==> config.mk <==
export PLATFORM = sky130hd
export DESIGN_NAME = gpsc_top
export DESIGN_NICKNAME = d
export VERILOG_FILES = /design/src/rtl/gpsc_pkg.sv /design/src/rtl/gpsc_strap.sv /design/src/rtl/gpsc_sync.sv /design/src/rtl/gpsc_top.sv
export SDC_FILE = /design/constraint.sdc
export NUM_CORES = 1
export LEC_CHECK = 0
export CORE_MARGIN = 2
export CORE_UTILIZATION = 51
export DETAILED_ROUTE_END_ITERATION = 7
export DONT_BUFFER_PORTS = 1
export HOLD_SLACK_MARGIN = 0.1
export PLACE_DENSITY = 0.66
export SYNTH_ARGS = -nofsm -noshare
export SYNTH_HDL_FRONTEND = slang
export SYNTH_HIERARCHICAL = 1
export SYNTH_SLANG_ARGS = --single-unit
==> constraint.sdc <==
create_clock -name CLK_I -period 2.55 [get_ports CLK_I]
set_input_delay 0.255 -clock CLK_I [delete_from_list [all_inputs] [get_ports CLK_I]]
set_output_delay 0.255 -clock CLK_I [all_outputs]
set_load 0.005 [all_outputs]
==> src/rtl/gpsc_pkg.sv <==
// Purpose: shared constants of the pin status/control block
// Assumes: 32-bit wishbone data, 8-bit registers in byte lane 0
// Notes: register index times four is the byte address
package gpsc_pkg;
  // register indices; byte address = index * 4
  localparam logic [7:0] GPSC_IDX_STRAP = 8'h1C;
  localparam logic [7:0] GPSC_IDX_DIR_LOW = 8'h1E;
  localparam logic [7:0] GPSC_IDX_DIR_HIGH = 8'h1F;
  localparam logic [7:0] GPSC_IDX_STAT_LOW = 8'h20;
  localparam logic [7:0] GPSC_IDX_STAT_HIGH = 8'h21;

  // field positions
  localparam int GPSC_GPO_CTRL_BIT = 7;
  localparam int GPSC_HIGH_PINS = 4;
  localparam int GPSC_PIN_COUNT = 12;
  localparam int GPSC_STRAP_RAMDAC_BIT = 0;
  localparam int GPSC_STRAP_MEM_LSB = 1;
  localparam int GPSC_STRAP_SLEEP_LSB = 3;

  // reset values
  localparam logic [7:0] GPSC_DIR_RST = 8'h00;
  localparam logic [7:0] GPSC_STAT_RST = 8'h00;
  localparam logic [3:0] GPSC_DIR_HIGH_RST = 4'h0;
  localparam logic [3:0] GPSC_STAT_HIGH_RST = 4'h0;
  localparam logic GPSC_GPO_CTRL_RST = 1'b0;

  // memory-size strap value that frees pins 1 to 3
  localparam logic [1:0] GPSC_MEM_STRAP_GPIO = 2'h0;

  // reply timing: ack one cycle after the request is seen
  localparam int GPSC_ACK_LATENCY = 1;

  typedef enum logic [1:0] {
    GPSC_SLEEP_INPUT,
    GPSC_SLEEP_OUT_HIGH,
    GPSC_SLEEP_OUT_LOW
  } gpsc_sleep_mode_t;
endpackage

==> src/rtl/gpsc_strap.sv <==
// Purpose: catch strap levels at the release of reset
// Assumes: straps already synchronised
// Notes: value follows straps while reset is high, then holds
`timescale 1ns/1ps
module gpsc_strap #(
  parameter int WIDTH = 5
) (
  input wire logic clk_i,
  input wire logic reset_i,
  input wire logic [WIDTH-1:0] strap_i,
  output logic [WIDTH-1:0] latched_o
);
  // synchronous capture; last value seen in reset is kept
  always_ff @(posedge clk_i) begin
    if (reset_i) begin
      latched_o <= strap_i;
    end
  end
endmodule

==> src/rtl/gpsc_sync.sv <==
// Purpose: three-stage input synchroniser with agreement filter
// Assumes: inputs asynchronous to CLK_I
// Notes: outside reset, output changes only when stages two and three agree
`timescale 1ns/1ps
module gpsc_sync #(
  parameter int WIDTH = 1
) (
  input wire logic clk_i,
  input wire logic reset_i,
  input wire logic [WIDTH-1:0] async_i,
  output logic [WIDTH-1:0] level_o
);
  logic [WIDTH-1:0] s1_r;
  logic [WIDTH-1:0] s2_r;
  logic [WIDTH-1:0] s3_r;
  logic [WIDTH-1:0] level_nxt;

  // stage one is read only by stage two
  always_ff @(posedge clk_i) begin
    s1_r <= async_i;
    s2_r <= s1_r;
    s3_r <= s2_r;
  end

  // accept a bit only once two late stages agree
  genvar g;
  generate
    for (g = 0; g < WIDTH; g++) begin : g_bit
      assign level_nxt[g] = (s2_r[g] == s3_r[g]) ? s3_r[g] : level_o[g];
    end
  endgenerate

  // reset loads stage three, so no false edge follows release
  always_ff @(posedge clk_i) begin
    if (reset_i) begin
      level_o <= s3_r;
    end else begin
      level_o <= level_nxt;
    end
  end
endmodule

==> src/rtl/gpsc_top.sv <==
// Purpose: twelve-pin general i/o port with one general output
// Assumes: classic wishbone slave, 32-bit data, lane 0 used
// Notes: alternate functions come from other chip logic
`timescale 1ns/1ps

module gpsc_top
  import gpsc_pkg::*;
#(
  parameter logic [1:0] MEM_STRAP_GPIO = gpsc_pkg::GPSC_MEM_STRAP_GPIO
) (
  input wire logic CLK_I,
  input wire logic RESET_I,
  // wishbone slave
  input wire logic CYC_I,
  input wire logic STB_I,
  input wire logic WE_I,
  input wire logic [9:0] ADR_I,
  input wire logic [3:0] SEL_I,
  input wire logic [31:0] DAT_I,
  output logic [31:0] DAT_O,
  output logic ACK_O,
  output logic ERR_O,
  // multi-function pins
  input wire logic [gpsc_pkg::GPSC_PIN_COUNT-1:0] PIN_IN_I,
  output logic [gpsc_pkg::GPSC_PIN_COUNT-1:0] PIN_OUT_O,
  output logic [gpsc_pkg::GPSC_PIN_COUNT-1:0] PIN_OE_N_O,
  // alternate function sources
  input wire logic MEM_ADDR_LINE_9_I,
  input wire logic MEM_ADDR_LINE_10_I,
  input wire logic MEM_ADDR_LINE_11_I,
  input wire logic DAC_READ_STROBE_I,
  input wire logic DAC_BLANK_I,
  input wire logic DAC_PALETTE_BIT_I,
  input wire logic DAC_WRITE_STROBE_I,
  input wire logic DAC_SELECT_0_I,
  input wire logic DAC_SELECT_1_I,
  input wire logic CRT_HSYNC_I,
  input wire logic CRT_VSYNC_I,
  // straps
  input wire logic RAMDAC_STRAP_I,
  input wire logic [1:0] MEMORY_SIZE_STRAP_I,
  input wire logic [1:0] SLEEP_PIN_STRAP_I,
  // sleep pin
  input wire logic SLEEP_PIN_IN_I,
  output logic SLEEP_PIN_OUT_O,
  output logic SLEEP_PIN_OE_N_O,
  output logic SUSPEND_REQ_O
);
  import gpsc_pkg::*;

  localparam int NP = GPSC_PIN_COUNT;
  localparam int NH = GPSC_HIGH_PINS;

  // index match on a word address
  function automatic logic idx_hit(input logic [9:0] adr,
                                   input logic [7:0] idx);
    idx_hit = (adr[9:2] == idx);
  endfunction

  // register state
  logic [7:0] dir_low_r;
  logic [NH-1:0] dir_high_r;
  logic [7:0] stat_low_r;
  logic [NH-1:0] stat_high_r;
  logic gpo_ctrl_r;

  // synchronised inputs
  logic [NP-1:0] pin_lvl;
  logic sleep_lvl;
  logic [4:0] strap_lvl;
  logic [4:0] strap_lat;

  // bus
  logic req;
  logic hit_strap;
  logic hit_dir_lo;
  logic hit_dir_hi;
  logic hit_stat_lo;
  logic hit_stat_hi;
  logic mapped;
  logic wr_fire;
  logic wr_lane0;
  logic wr_dir_lo;
  logic wr_dir_hi;
  logic wr_stat_lo;
  logic wr_stat_hi;
  logic ack_r;
  logic ack_nxt;
  logic err_r;
  logic err_nxt;
  logic [31:0] dat_r;
  logic [31:0] dat_nxt;
  logic [7:0] rd_byte;
  logic [7:0] rd_strap;
  logic [7:0] rd_dir_hi;
  logic [7:0] rd_stat_lo;
  logic [7:0] rd_stat_hi;

  // pin mux
  logic ramdac_gpio;
  logic mem_gpio;
  logic [NP-1:0] gpio_en;
  logic [NP-1:0] dir_all;
  logic [NP-1:0] stat_all;
  logic [NP-1:0] alt_out;
  logic [NP-1:0] rd_level;
  logic [NP-1:0] out_r;
  logic [NP-1:0] out_nxt;
  logic [NP-1:0] oe_n_r;
  logic [NP-1:0] oe_n_nxt;

  // sleep pin
  gpsc_sleep_mode_t sleep_mode;
  logic gpo_rst_level;
  logic sleep_in_mode;
  logic sleep_out_r;
  logic sleep_out_nxt;
  logic sleep_oe_n_r;
  logic sleep_oe_n_nxt;
  logic susp_r;
  logic susp_nxt;

  // pins and straps pass three stages
  gpsc_sync #(
    .WIDTH(NP + 1)
  ) u_pin_sync (
    .clk_i(CLK_I),
    .reset_i(RESET_I),
    .async_i({SLEEP_PIN_IN_I, PIN_IN_I}),
    .level_o({sleep_lvl, pin_lvl})
  );

  gpsc_sync #(
    .WIDTH(5)
  ) u_strap_sync (
    .clk_i(CLK_I),
    .reset_i(1'b0),
    .async_i({SLEEP_PIN_STRAP_I, MEMORY_SIZE_STRAP_I, RAMDAC_STRAP_I}),
    .level_o(strap_lvl)
  );

  // straps held from the release of reset on
  gpsc_strap #(
    .WIDTH(5)
  ) u_strap (
    .clk_i(CLK_I),
    .reset_i(RESET_I),
    .strap_i(strap_lvl),
    .latched_o(strap_lat)
  );

  // pin ownership decided by the straps
  assign ramdac_gpio = strap_lat[GPSC_STRAP_RAMDAC_BIT];
  assign mem_gpio =
    (strap_lat[GPSC_STRAP_MEM_LSB +: 2] == MEM_STRAP_GPIO);
  assign gpio_en[0] = 1'b1;
  assign gpio_en[3:1] = {3{mem_gpio}};
  assign gpio_en[7:4] = {4{ramdac_gpio}};
  assign gpio_en[11:8] = {4{ramdac_gpio}};

  // alternate function drive per pin
  assign alt_out[0] = 1'b0;
  assign alt_out[1] = MEM_ADDR_LINE_10_I;
  assign alt_out[2] = MEM_ADDR_LINE_11_I;
  assign alt_out[3] = MEM_ADDR_LINE_9_I;
  assign alt_out[4] = DAC_READ_STROBE_I;
  assign alt_out[5] = DAC_BLANK_I;
  assign alt_out[6] = DAC_PALETTE_BIT_I;
  assign alt_out[7] = DAC_WRITE_STROBE_I;
  assign alt_out[8] = DAC_SELECT_0_I;
  assign alt_out[9] = DAC_SELECT_1_I;
  assign alt_out[10] = CRT_HSYNC_I;
  assign alt_out[11] = CRT_VSYNC_I;

  // flat views of direction and status bits
  assign dir_all = {dir_high_r, dir_low_r};
  assign stat_all = {stat_high_r, stat_low_r};

  // per-pin mux; alternate function always drives its pin
  genvar g;
  generate
    for (g = 0; g < NP; g++) begin : g_pin
      // status bit drives a free output pin
      assign out_nxt[g] =
        gpio_en[g] ? stat_all[g] : alt_out[g];
      // direction one drives, zero releases
      assign oe_n_nxt[g] =
        gpio_en[g] ? ~dir_all[g] : 1'b0;
      // free input pin reads its live level
      assign rd_level[g] = (gpio_en[g] && !dir_all[g]) ?
        pin_lvl[g] : stat_all[g];
    end
  endgenerate

  // pin outputs straight from flops
  always_ff @(posedge CLK_I) begin
    if (RESET_I) begin
      out_r <= '0;
      oe_n_r <= '1;
    end else begin
      out_r <= out_nxt;
      oe_n_r <= oe_n_nxt;
    end
  end

  // sleep pin role from its two strap bits
  assign sleep_mode =
    !strap_lat[GPSC_STRAP_SLEEP_LSB] ? GPSC_SLEEP_INPUT :
    strap_lat[GPSC_STRAP_SLEEP_LSB + 1] ? GPSC_SLEEP_OUT_LOW :
    GPSC_SLEEP_OUT_HIGH;

  // one named decode shared by drive, enable and suspend
  assign sleep_in_mode = (sleep_mode == GPSC_SLEEP_INPUT);

  // reset level: 01 gives high, 11 gives low
  assign gpo_rst_level =
    (sleep_mode == GPSC_SLEEP_OUT_HIGH);

  // control bit zero keeps reset level, one inverts
  assign sleep_out_nxt = sleep_in_mode ? 1'b0 :
    (gpo_rst_level ^ gpo_ctrl_r);
  // input mode never drives; control bit ignored there
  assign sleep_oe_n_nxt = sleep_in_mode;
  // active-low suspend request only in input mode
  assign susp_nxt = sleep_in_mode && !sleep_lvl;

  // sleep pin flops; strap is not known until release
  always_ff @(posedge CLK_I) begin
    if (RESET_I) begin
      sleep_out_r <= 1'b0;
      sleep_oe_n_r <= 1'b1;
      susp_r <= 1'b0;
    end else begin
      sleep_out_r <= sleep_out_nxt;
      sleep_oe_n_r <= sleep_oe_n_nxt;
      susp_r <= susp_nxt;
    end
  end

  // address decode
  assign req = CYC_I && STB_I;
  assign hit_strap = idx_hit(ADR_I, GPSC_IDX_STRAP);
  assign hit_dir_lo = idx_hit(ADR_I, GPSC_IDX_DIR_LOW);
  assign hit_dir_hi = idx_hit(ADR_I, GPSC_IDX_DIR_HIGH);
  assign hit_stat_lo = idx_hit(ADR_I, GPSC_IDX_STAT_LOW);
  assign hit_stat_hi = idx_hit(ADR_I, GPSC_IDX_STAT_HIGH);
  assign mapped = hit_strap || hit_dir_lo || hit_dir_hi ||
    hit_stat_lo || hit_stat_hi;

  // one reply per request, dropped the cycle after
  assign ack_nxt = req && mapped && !ack_r && !err_r;
  assign err_nxt = req && !mapped && !ack_r && !err_r;

  // write lands at the edge where the master sees ack
  assign wr_fire = req && WE_I && ack_r;
  assign wr_lane0 = wr_fire && SEL_I[0];

  // per-register strobes; the strap copy is read-only, none there
  assign wr_dir_lo = wr_lane0 && hit_dir_lo;
  assign wr_dir_hi = wr_lane0 && hit_dir_hi;
  assign wr_stat_lo = wr_lane0 && hit_stat_lo;
  assign wr_stat_hi = wr_lane0 && hit_stat_hi;

  // padded read words; unused bits read zero
  assign rd_strap = {3'h0, strap_lat};
  assign rd_dir_hi = {4'h0, dir_high_r};
  assign rd_stat_lo = rd_level[7:0];
  assign rd_stat_hi = {gpo_ctrl_r, 3'h0, rd_level[11:8]};

  // read mux; an unmapped index reads zero
  assign rd_byte =
    hit_strap ? rd_strap :
    hit_dir_lo ? dir_low_r :
    hit_dir_hi ? rd_dir_hi :
    hit_stat_lo ? rd_stat_lo :
    hit_stat_hi ? rd_stat_hi :
    8'h00;
  assign dat_nxt = ack_nxt ? {24'h000000, rd_byte} : 32'h00000000;

  // bus reply flops
  always_ff @(posedge CLK_I) begin
    if (RESET_I) begin
      ack_r <= 1'b0;
      err_r <= 1'b0;
      dat_r <= 32'h00000000;
    end else begin
      ack_r <= ack_nxt;
      err_r <= err_nxt;
      dat_r <= dat_nxt;
    end
  end

  // direction registers; input after reset
  always_ff @(posedge CLK_I) begin
    if (RESET_I) begin
      dir_low_r <= GPSC_DIR_RST;
      dir_high_r <= GPSC_DIR_HIGH_RST;
    end else begin
      if (wr_dir_lo) begin
        dir_low_r <= DAT_I[7:0];
      end
      if (wr_dir_hi) begin
        dir_high_r <= DAT_I[NH-1:0];
      end
    end
  end

  // status/control registers; bits 6..4 of high unused
  always_ff @(posedge CLK_I) begin
    if (RESET_I) begin
      stat_low_r <= GPSC_STAT_RST;
      stat_high_r <= GPSC_STAT_HIGH_RST;
      gpo_ctrl_r <= GPSC_GPO_CTRL_RST;
    end else begin
      if (wr_stat_lo) begin
        stat_low_r <= DAT_I[7:0];
      end
      if (wr_stat_hi) begin
        stat_high_r <= DAT_I[NH-1:0];
        gpo_ctrl_r <= DAT_I[GPSC_GPO_CTRL_BIT];
      end
    end
  end

  // outputs
  assign ACK_O = ack_r;
  assign ERR_O = err_r;
  assign DAT_O = dat_r;
  assign PIN_OUT_O = out_r;
  assign PIN_OE_N_O = oe_n_r;
  assign SLEEP_PIN_OUT_O = sleep_out_r;
  assign SLEEP_PIN_OE_N_O = sleep_oe_n_r;
  assign SUSPEND_REQ_O = susp_r;
endmodule

### Yosys cells after proc, flatten, opt, wreduce, memory -nomap -nowiden

Index checks and enable logic that the tools add are counted.

| storage, ports and cells | value |
|---|---|
| output and inout bits | 61 |
| input bits | 80 |
| word-level logic and storage cells | 196 |
| bits in registers | 163 |

| operators by class | value |
|---|---|
| reduce and logical (&&, ||, !) cells | 63 |
| eq/ne operators | 24 |
| bitwise operators | 14 |
| mux-type cells | 55 |

Operators by type and width:

| kind | count |
|---|---|
| $mux W1 | 47 |
| $mux W8 | 5 |
| $logic_and A1 B1 Y1 | 26 |
| $reduce_bool A2 Y1 | 13 |
| $eq A8 B5 Y1 const B | 3 |
| $eq A1 B1 Y1 | 18 |
| $eq A8 B6 Y1 const B | 2 |
| $logic_not A1 Y1 | 15 |
| $mux W13 | 1 |
| $not A1 Y1 | 13 |
| $logic_not A2 Y1 | 2 |
| $logic_or A1 B1 Y1 | 4 |
| $mux W2 | 2 |
| $reduce_or A2 Y1 | 2 |
| $reduce_or A3 Y1 | 1 |
| $eq A2 B1 Y1 const B | 1 |
| $xor A1 B1 Y1 | 1 |

### Longest topological paths before layout

| logic depth | value |
|---|---|
| depth in word-level cells | 10 |
| depth in mapped cells | 6 |
| mapped depth without buffers | 5 |

### Cells and area by module

The synthesis kept the hierarchy.

By module, submodules not included:

| module | area an instance (µm²) | instances | cells each | sequential area each (µm²) |
|---|---|---|---|---|
| gpsc_top | 2682.6 | 1 | 280 | 1241.2 |
| gpsc_sync at u_pin_sync | 1371.3 | 1 | 79 | 1171.1 |
| gpsc_sync at u_strap_sync | 525.5 | 1 | 30 | 450.4 |
| gpsc_strap | 150.1 | 1 | 5 | 150.1 |

### Worst setup path before layout

Ideal clock, no wire load.

| timing | value |
|---|---|
| kind | input -> register |
| from | in ADR_I[7] |
| to | reg dir_low_r[0] |
| path buffers | 0 |
| arrival time | 1.554 ns |
| cell stages on the path | 5 |
| data required time | 2.422 ns |
| path slack | 0.868 ns |
| setup time | 0.128 ns |
| path through | nor4b_2 > nand3_2 > nor4_4 > mux2i_1 > nor2_1 |

| between the ends | value |
|---|---|
| longest elaborated chain between the ends | 2 |

Ends and longest elaborated chain:

| element | line | text |
|---|---|---|
| start, declared | gpsc_top.sv:17 | `input wire logic [9:0] ADR_I,` |
| $eq A8 B5 Y1 | gpsc_top.sv:57 | `idx_hit = (adr[9:2] == idx);` |
| $logic_and A1 B1 Y1 | gpsc_top.sv:259 | `assign wr_dir_lo = wr_lane0 && hit_dir_lo;` |
| end signal, assigned | gpsc_top.sv:300 | `dir_low_r <= DAT_I[7:0];` |
| end, declared | gpsc_top.sv:61 | `logic [7:0] dir_low_r;` |

Every way passes these cells.
A chain may end at the register's enable or synchronous reset.

### Final worst setup path

| timing | value |
|---|---|
| from | reg ack_r, in the netlist ACK_O |
| to | reg stat_low_r[2] |

| between the ends | value |
|---|---|
| longest elaborated chain between the ends | 3 |

Ends and longest elaborated chain:

| element | line | text |
|---|---|---|
| start, declared | gpsc_top.sv:87 | `logic ack_r;` |
| start signal, assigned | gpsc_top.sv:287 | `ack_r <= ack_nxt;` |
| $logic_and A1 B1 Y1 | gpsc_top.sv:255 | `assign wr_fire = req && WE_I && ack_r;` |
| $logic_and A1 B1 Y1 | gpsc_top.sv:256 | `assign wr_lane0 = wr_fire && SEL_I[0];` |
| $logic_and A1 B1 Y1 | gpsc_top.sv:261 | `assign wr_stat_lo = wr_lane0 && hit_stat_lo;` |
| end signal, assigned | gpsc_top.sv:316 | `stat_low_r <= DAT_I[7:0];` |
| end, declared | gpsc_top.sv:63 | `logic [7:0] stat_low_r;` |

Every way passes these cells.

==> key figures <==
Cells and area
  • ANT cells: 0
  • Nets@finish: 538
  • Area Overhead vs Synth: 25.2%
  • Layout cells sized above 1: 11.9%

Drt
  • Routed vias: 2,895
  • Avg Vias per Cell: 4.97
  • DR top layer: met4
  • Met3 wire length: 559 um
  • DR pass1 iterations: 4
  • Drt initial violations: 92
  • Wl on met1: 3.76 mm
  • Avg WL per Cell: 14.8 um
  • Remaining antenna violation count after routing: 0
  • Met2 wire length: between 4 and 5 mm
  • Residual DRC: 0
  • WL final: approximately 8.6 mm

CTS
  • CTS H-tree depth: 4
  • Clock root buffer: clkbuf_8
  • Post-CTS sizing: 0
  • CTS tree: yes
  • CTS Buf Count: 17
  • Clock transition at path regs: ~0.060 ns
  • Worst skew pair latency: 0.51 ns
  • CTS sink cnt: 139
  • CTS max path bufs: 2

Power and ir drop
  • LEAKAGE: 2.33 nW
  • Clock share of power: between 40 and 50%
  • Design internal power: 0.00407 W
  • Switching share of power: about a fifth
  • Total power draw: 0.00513 W
  • P per Cell Area: 867 nW/um2
  • Switching Power: 0.00106 W
  • Sequential fraction of design power: 46.8%
  • VDD IR max: 0.000583 V
  • Combinational share of power: 4.3%

Yosys
  • Synthesized instance count: approximately 390
  • Largest cells by area after synthesis: dfxtp_1, edfxtp_1, mux2i_1
  • Post-synth top area share: approximately half
  • #FFs+latches synth: about 140
  • Mapped Area: 4730 um2
  • Largest area contributor in the netlist: dfxtp_1
  • Register area share after synthesis: ~64%
  • Warnings from Yosys: 6
  • Synth cell types: 36
  • Mean Syn Cell Area: 12.0 um2

Die
  • Die W: 100 um
  • Core area: 9110 um2
  • Initial Util: 51.9%
  • Rows: 35
  • # IOs: 141
  • Die Area: 10,100 um2
  • Chip height: 100 um

STA
  • Final Skew: 0.00632 ns
  • Minimum clock period: 2.18 ns
  • Worst-Margin Slew: 0.618 ns
  • Unrepaired setup endpoints after global routing: no
  • Aggregate negative setup slack: 0 ns
  • Fmax: 459 MHz
  • Period Utilization, post-route: 85.5%
  • Relative slew slack: 58.5%
  • # setup viols final: 0
  • Final hold violation count: 0
  • Final Max Tran Viols: 0

GRT
  • Total Routing Usage GR: 17.7%
  • Congestion Overflow GR: 0
  • Vias in the first global route: 2,785
  • First-pass GRT wire length: 13.4 mm
  • Largest net degree at the start of global routing: 70
  • Antenna violations before repair: 0

Setup path
  • Worst EP arrival: 2.57 ns
  • Crit start category: flip-flop
  • Required @ worst endpoint: 2.94 ns
  • Crit path kind: reg2reg
  • Worst Path Max Fanout: 4
  • Worst setup path startpoint: ACK_O
  • CP Capture Type: flip-flop
  • Worst r2r src: ACK_O

Placed design
  • IO Port Bufs: 0
  • Post-DP HPWL: 5.34 mm
  • RePlAce Congestion: 0.782

Worst hold path
  • Hold/Removal Path Class: in2reg
  • Min-Delay Startpoint: ADR_I[2]

Status
  • Status: finished, final reports clean

Job
  • Max_cap viols: 0
[path summary, 6_finish.rpt]
path | to | slack (ns) | cells past startpoint
max reg2reg | stat_low_r[2] | 0.37 | 6
min reg2reg | u_pin_sync/s2_r[12] | 0.33 | 0
min | DAT_O[2] | 0.12 | 3
max | stat_low_r[2] | 0.37 | 6
[metal layers]
metal,up-vias,GRT usage [%]
li1,1408,-
met1,1364,21.3
met2,111,28.8
met3,12,6.82
met4,0,7.06
met5,-,0
[area by class of cell]
type | count | area, um2
Fill cell | 685 | 3190
Tap cell | 111 | 139
Clock inverter | 12 | 159
Sequential cell | 139 | 3010
Multi-Input combinational cell | 243 | 1580
Timing Repair Buffer | 54 | 551
Inverter | 3 | 11.3
Clock buffer | 20 | 467
[repair_timing]
item / in CTS / in global routing
hold buffers: 51 / 0
setup buffers: 0 / 0
endpoints found under the hold margin: 98 / 0
[cells in the final DEF (no fill, tap or decap), types with 2 or more instances in the layout]
| cell type | Yosys | routed |
|---|---|---|
| bufinv_16 | 0 | 3 |
| a32o_1 | 3 | 3 |
| conb_1 | 1 | 29 |
| or2_2 | 11 | 11 |
| clkinvlp_4 | 0 | 2 |
| o31ai_1 | 2 | 2 |
| nand3_1 | 2 | 2 |
| dfxtp_1 | 116 | 116 |
| a21oi_1 | 7 | 7 |
| nand2_1 | 14 | 14 |
| nand2b_1 | 21 | 21 |
| and2_1 | 3 | 3 |
| nor3_2 | 2 | 2 |
| mux2i_1 | 42 | 42 |
| a221oi_1 | 2 | 2 |
| mux2_2 | 3 | 3 |
| clkbuf_8 | 0 | 3 |
| nor2b_1 | 11 | 11 |
| nor3_1 | 6 | 6 |
| xor2_1 | 19 | 19 |
| clkinv_4 | 0 | 2 |
| o211ai_1 | 3 | 3 |
| nor4_1 | 2 | 2 |
| dlygate4sd3_1 | 0 | 50 |
| edfxtp_1 | 23 | 23 |
| inv_1 | 3 | 3 |
| o21ai_0 | 8 | 8 |
| nor4_4 | 2 | 2 |
| inv_6 | 0 | 3 |
| clkbuf_16 | 0 | 17 |
| nor2_1 | 41 | 41 |
| buf_4 | 24 | 3 |
| and3_1 | 2 | 2 |
| o22ai_1 | 2 | 2 |
| clkinv_2 | 0 | 2 |
[cells in the mapped netlist]
library cell,number
nand3b_1,1
nor3_2,2
and3_1,2
buf_2,1
buf_4,24
clkbuf_1,11
a211oi_1,1
or2_2,11
o211ai_1,3
and2_1,3
nor2b_1,11
o22ai_1,2
edfxtp_1,23
a211o_1,1
dfxtp_1,116
inv_1,3
conb_1,1
mux2i_1,42
nor4_4,2
a22oi_1,1
nor2_1,41
buf_1,1
a32o_1,3
nor3_1,6
o31ai_1,2
o21ai_0,8
nand2b_1,21
nor4_1,2
nand3_2,1
xor2_1,19
mux2_2,3
nand3_1,2
nor4b_2,1
a21oi_1,7
nand2_1,14
a221oi_1,2
[kinds of logic after synthesis]
logic type             after synthesis  share of synthesized area, %
flip-flops                         139                          63.7
AO/OA/AOI/OAI                       30                          4.15
buffers and inverters               40                          5.11
multiplexers                        45                          9.60
AND/OR/NAND/NOR                    120                          13.8
other                                1                        0.0793
XOR/XNOR                            19                          3.52
[per-stage QoR]
stage	instances	util (%)	worst slack, ns	cell area [um2]	hold slack (ns)
6_report	582	65.0	0.370	5920	0.124
5_1_grt	582	65.0	0.248	5920	0.110
4_1_cts	582	65.0	0.403	5920	0.104
3_5_place_dp	499	52.3	0.651	4770	0.283
3_3_place_gp	499	52.3	0.684	4770	0.283
2_1_floorplan	422	-	0.868	4830	0.283
[power groups by stage]
| stage | Combinational [W] | Sequential (W) | Clock (W) |
|---|---|---|---|
| 2_1_floorplan | 0.000160 | 0.00242 | 0 |
| 3_3_place_gp | 0.000127 | 0.00244 | 0 |
| 3_5_place_dp | 0.000131 | 0.00245 | 0 |
| 4_1_cts | 0.000220 | 0.00240 | 0.00256 |
| 5_1_grt | 0.000244 | 0.00241 | 0.00265 |
| 6_report | 0.000220 | 0.00240 | 0.00251 |
[state kept, by name, indices dropped and copies added (netlist names)]
name / flops
dir_high_r: 4
stat_high_r: 4
u_strap_sync/s2_r: 5
u_strap_sync/s1_r: 5
u_pin_sync/s1_r: 13
gpo_ctrl_r: 1
PIN_OE_N_O: 12
stat_low_r: 8
ERR_O: 1
u_pin_sync/s3_r: 13
SLEEP_PIN_OUT_O: 1
SLEEP_PIN_OE_N_O: 1
PIN_OUT_O: 12
u_strap_sync/s3_r: 5
u_strap/latched_o: 5
u_pin_sync/level_o: 13
dir_low_r: 8
ACK_O: 1
DAT_O: 8
u_strap_sync/level_o: 5
SUSPEND_REQ_O: 1
u_pin_sync/s2_r: 13
[worst max-delay path, cell delays in order, from the launching register on]
cell	delay, ns
dfxtp_1	0.36
and3_1	0.17
nand3_1	0.29
nor4_4	0.42
mux2i_1	0.23
dlygate4sd3_1	0.57
nor2_1	0.04
No activity file was read; power rests on OpenSTA's default activity.
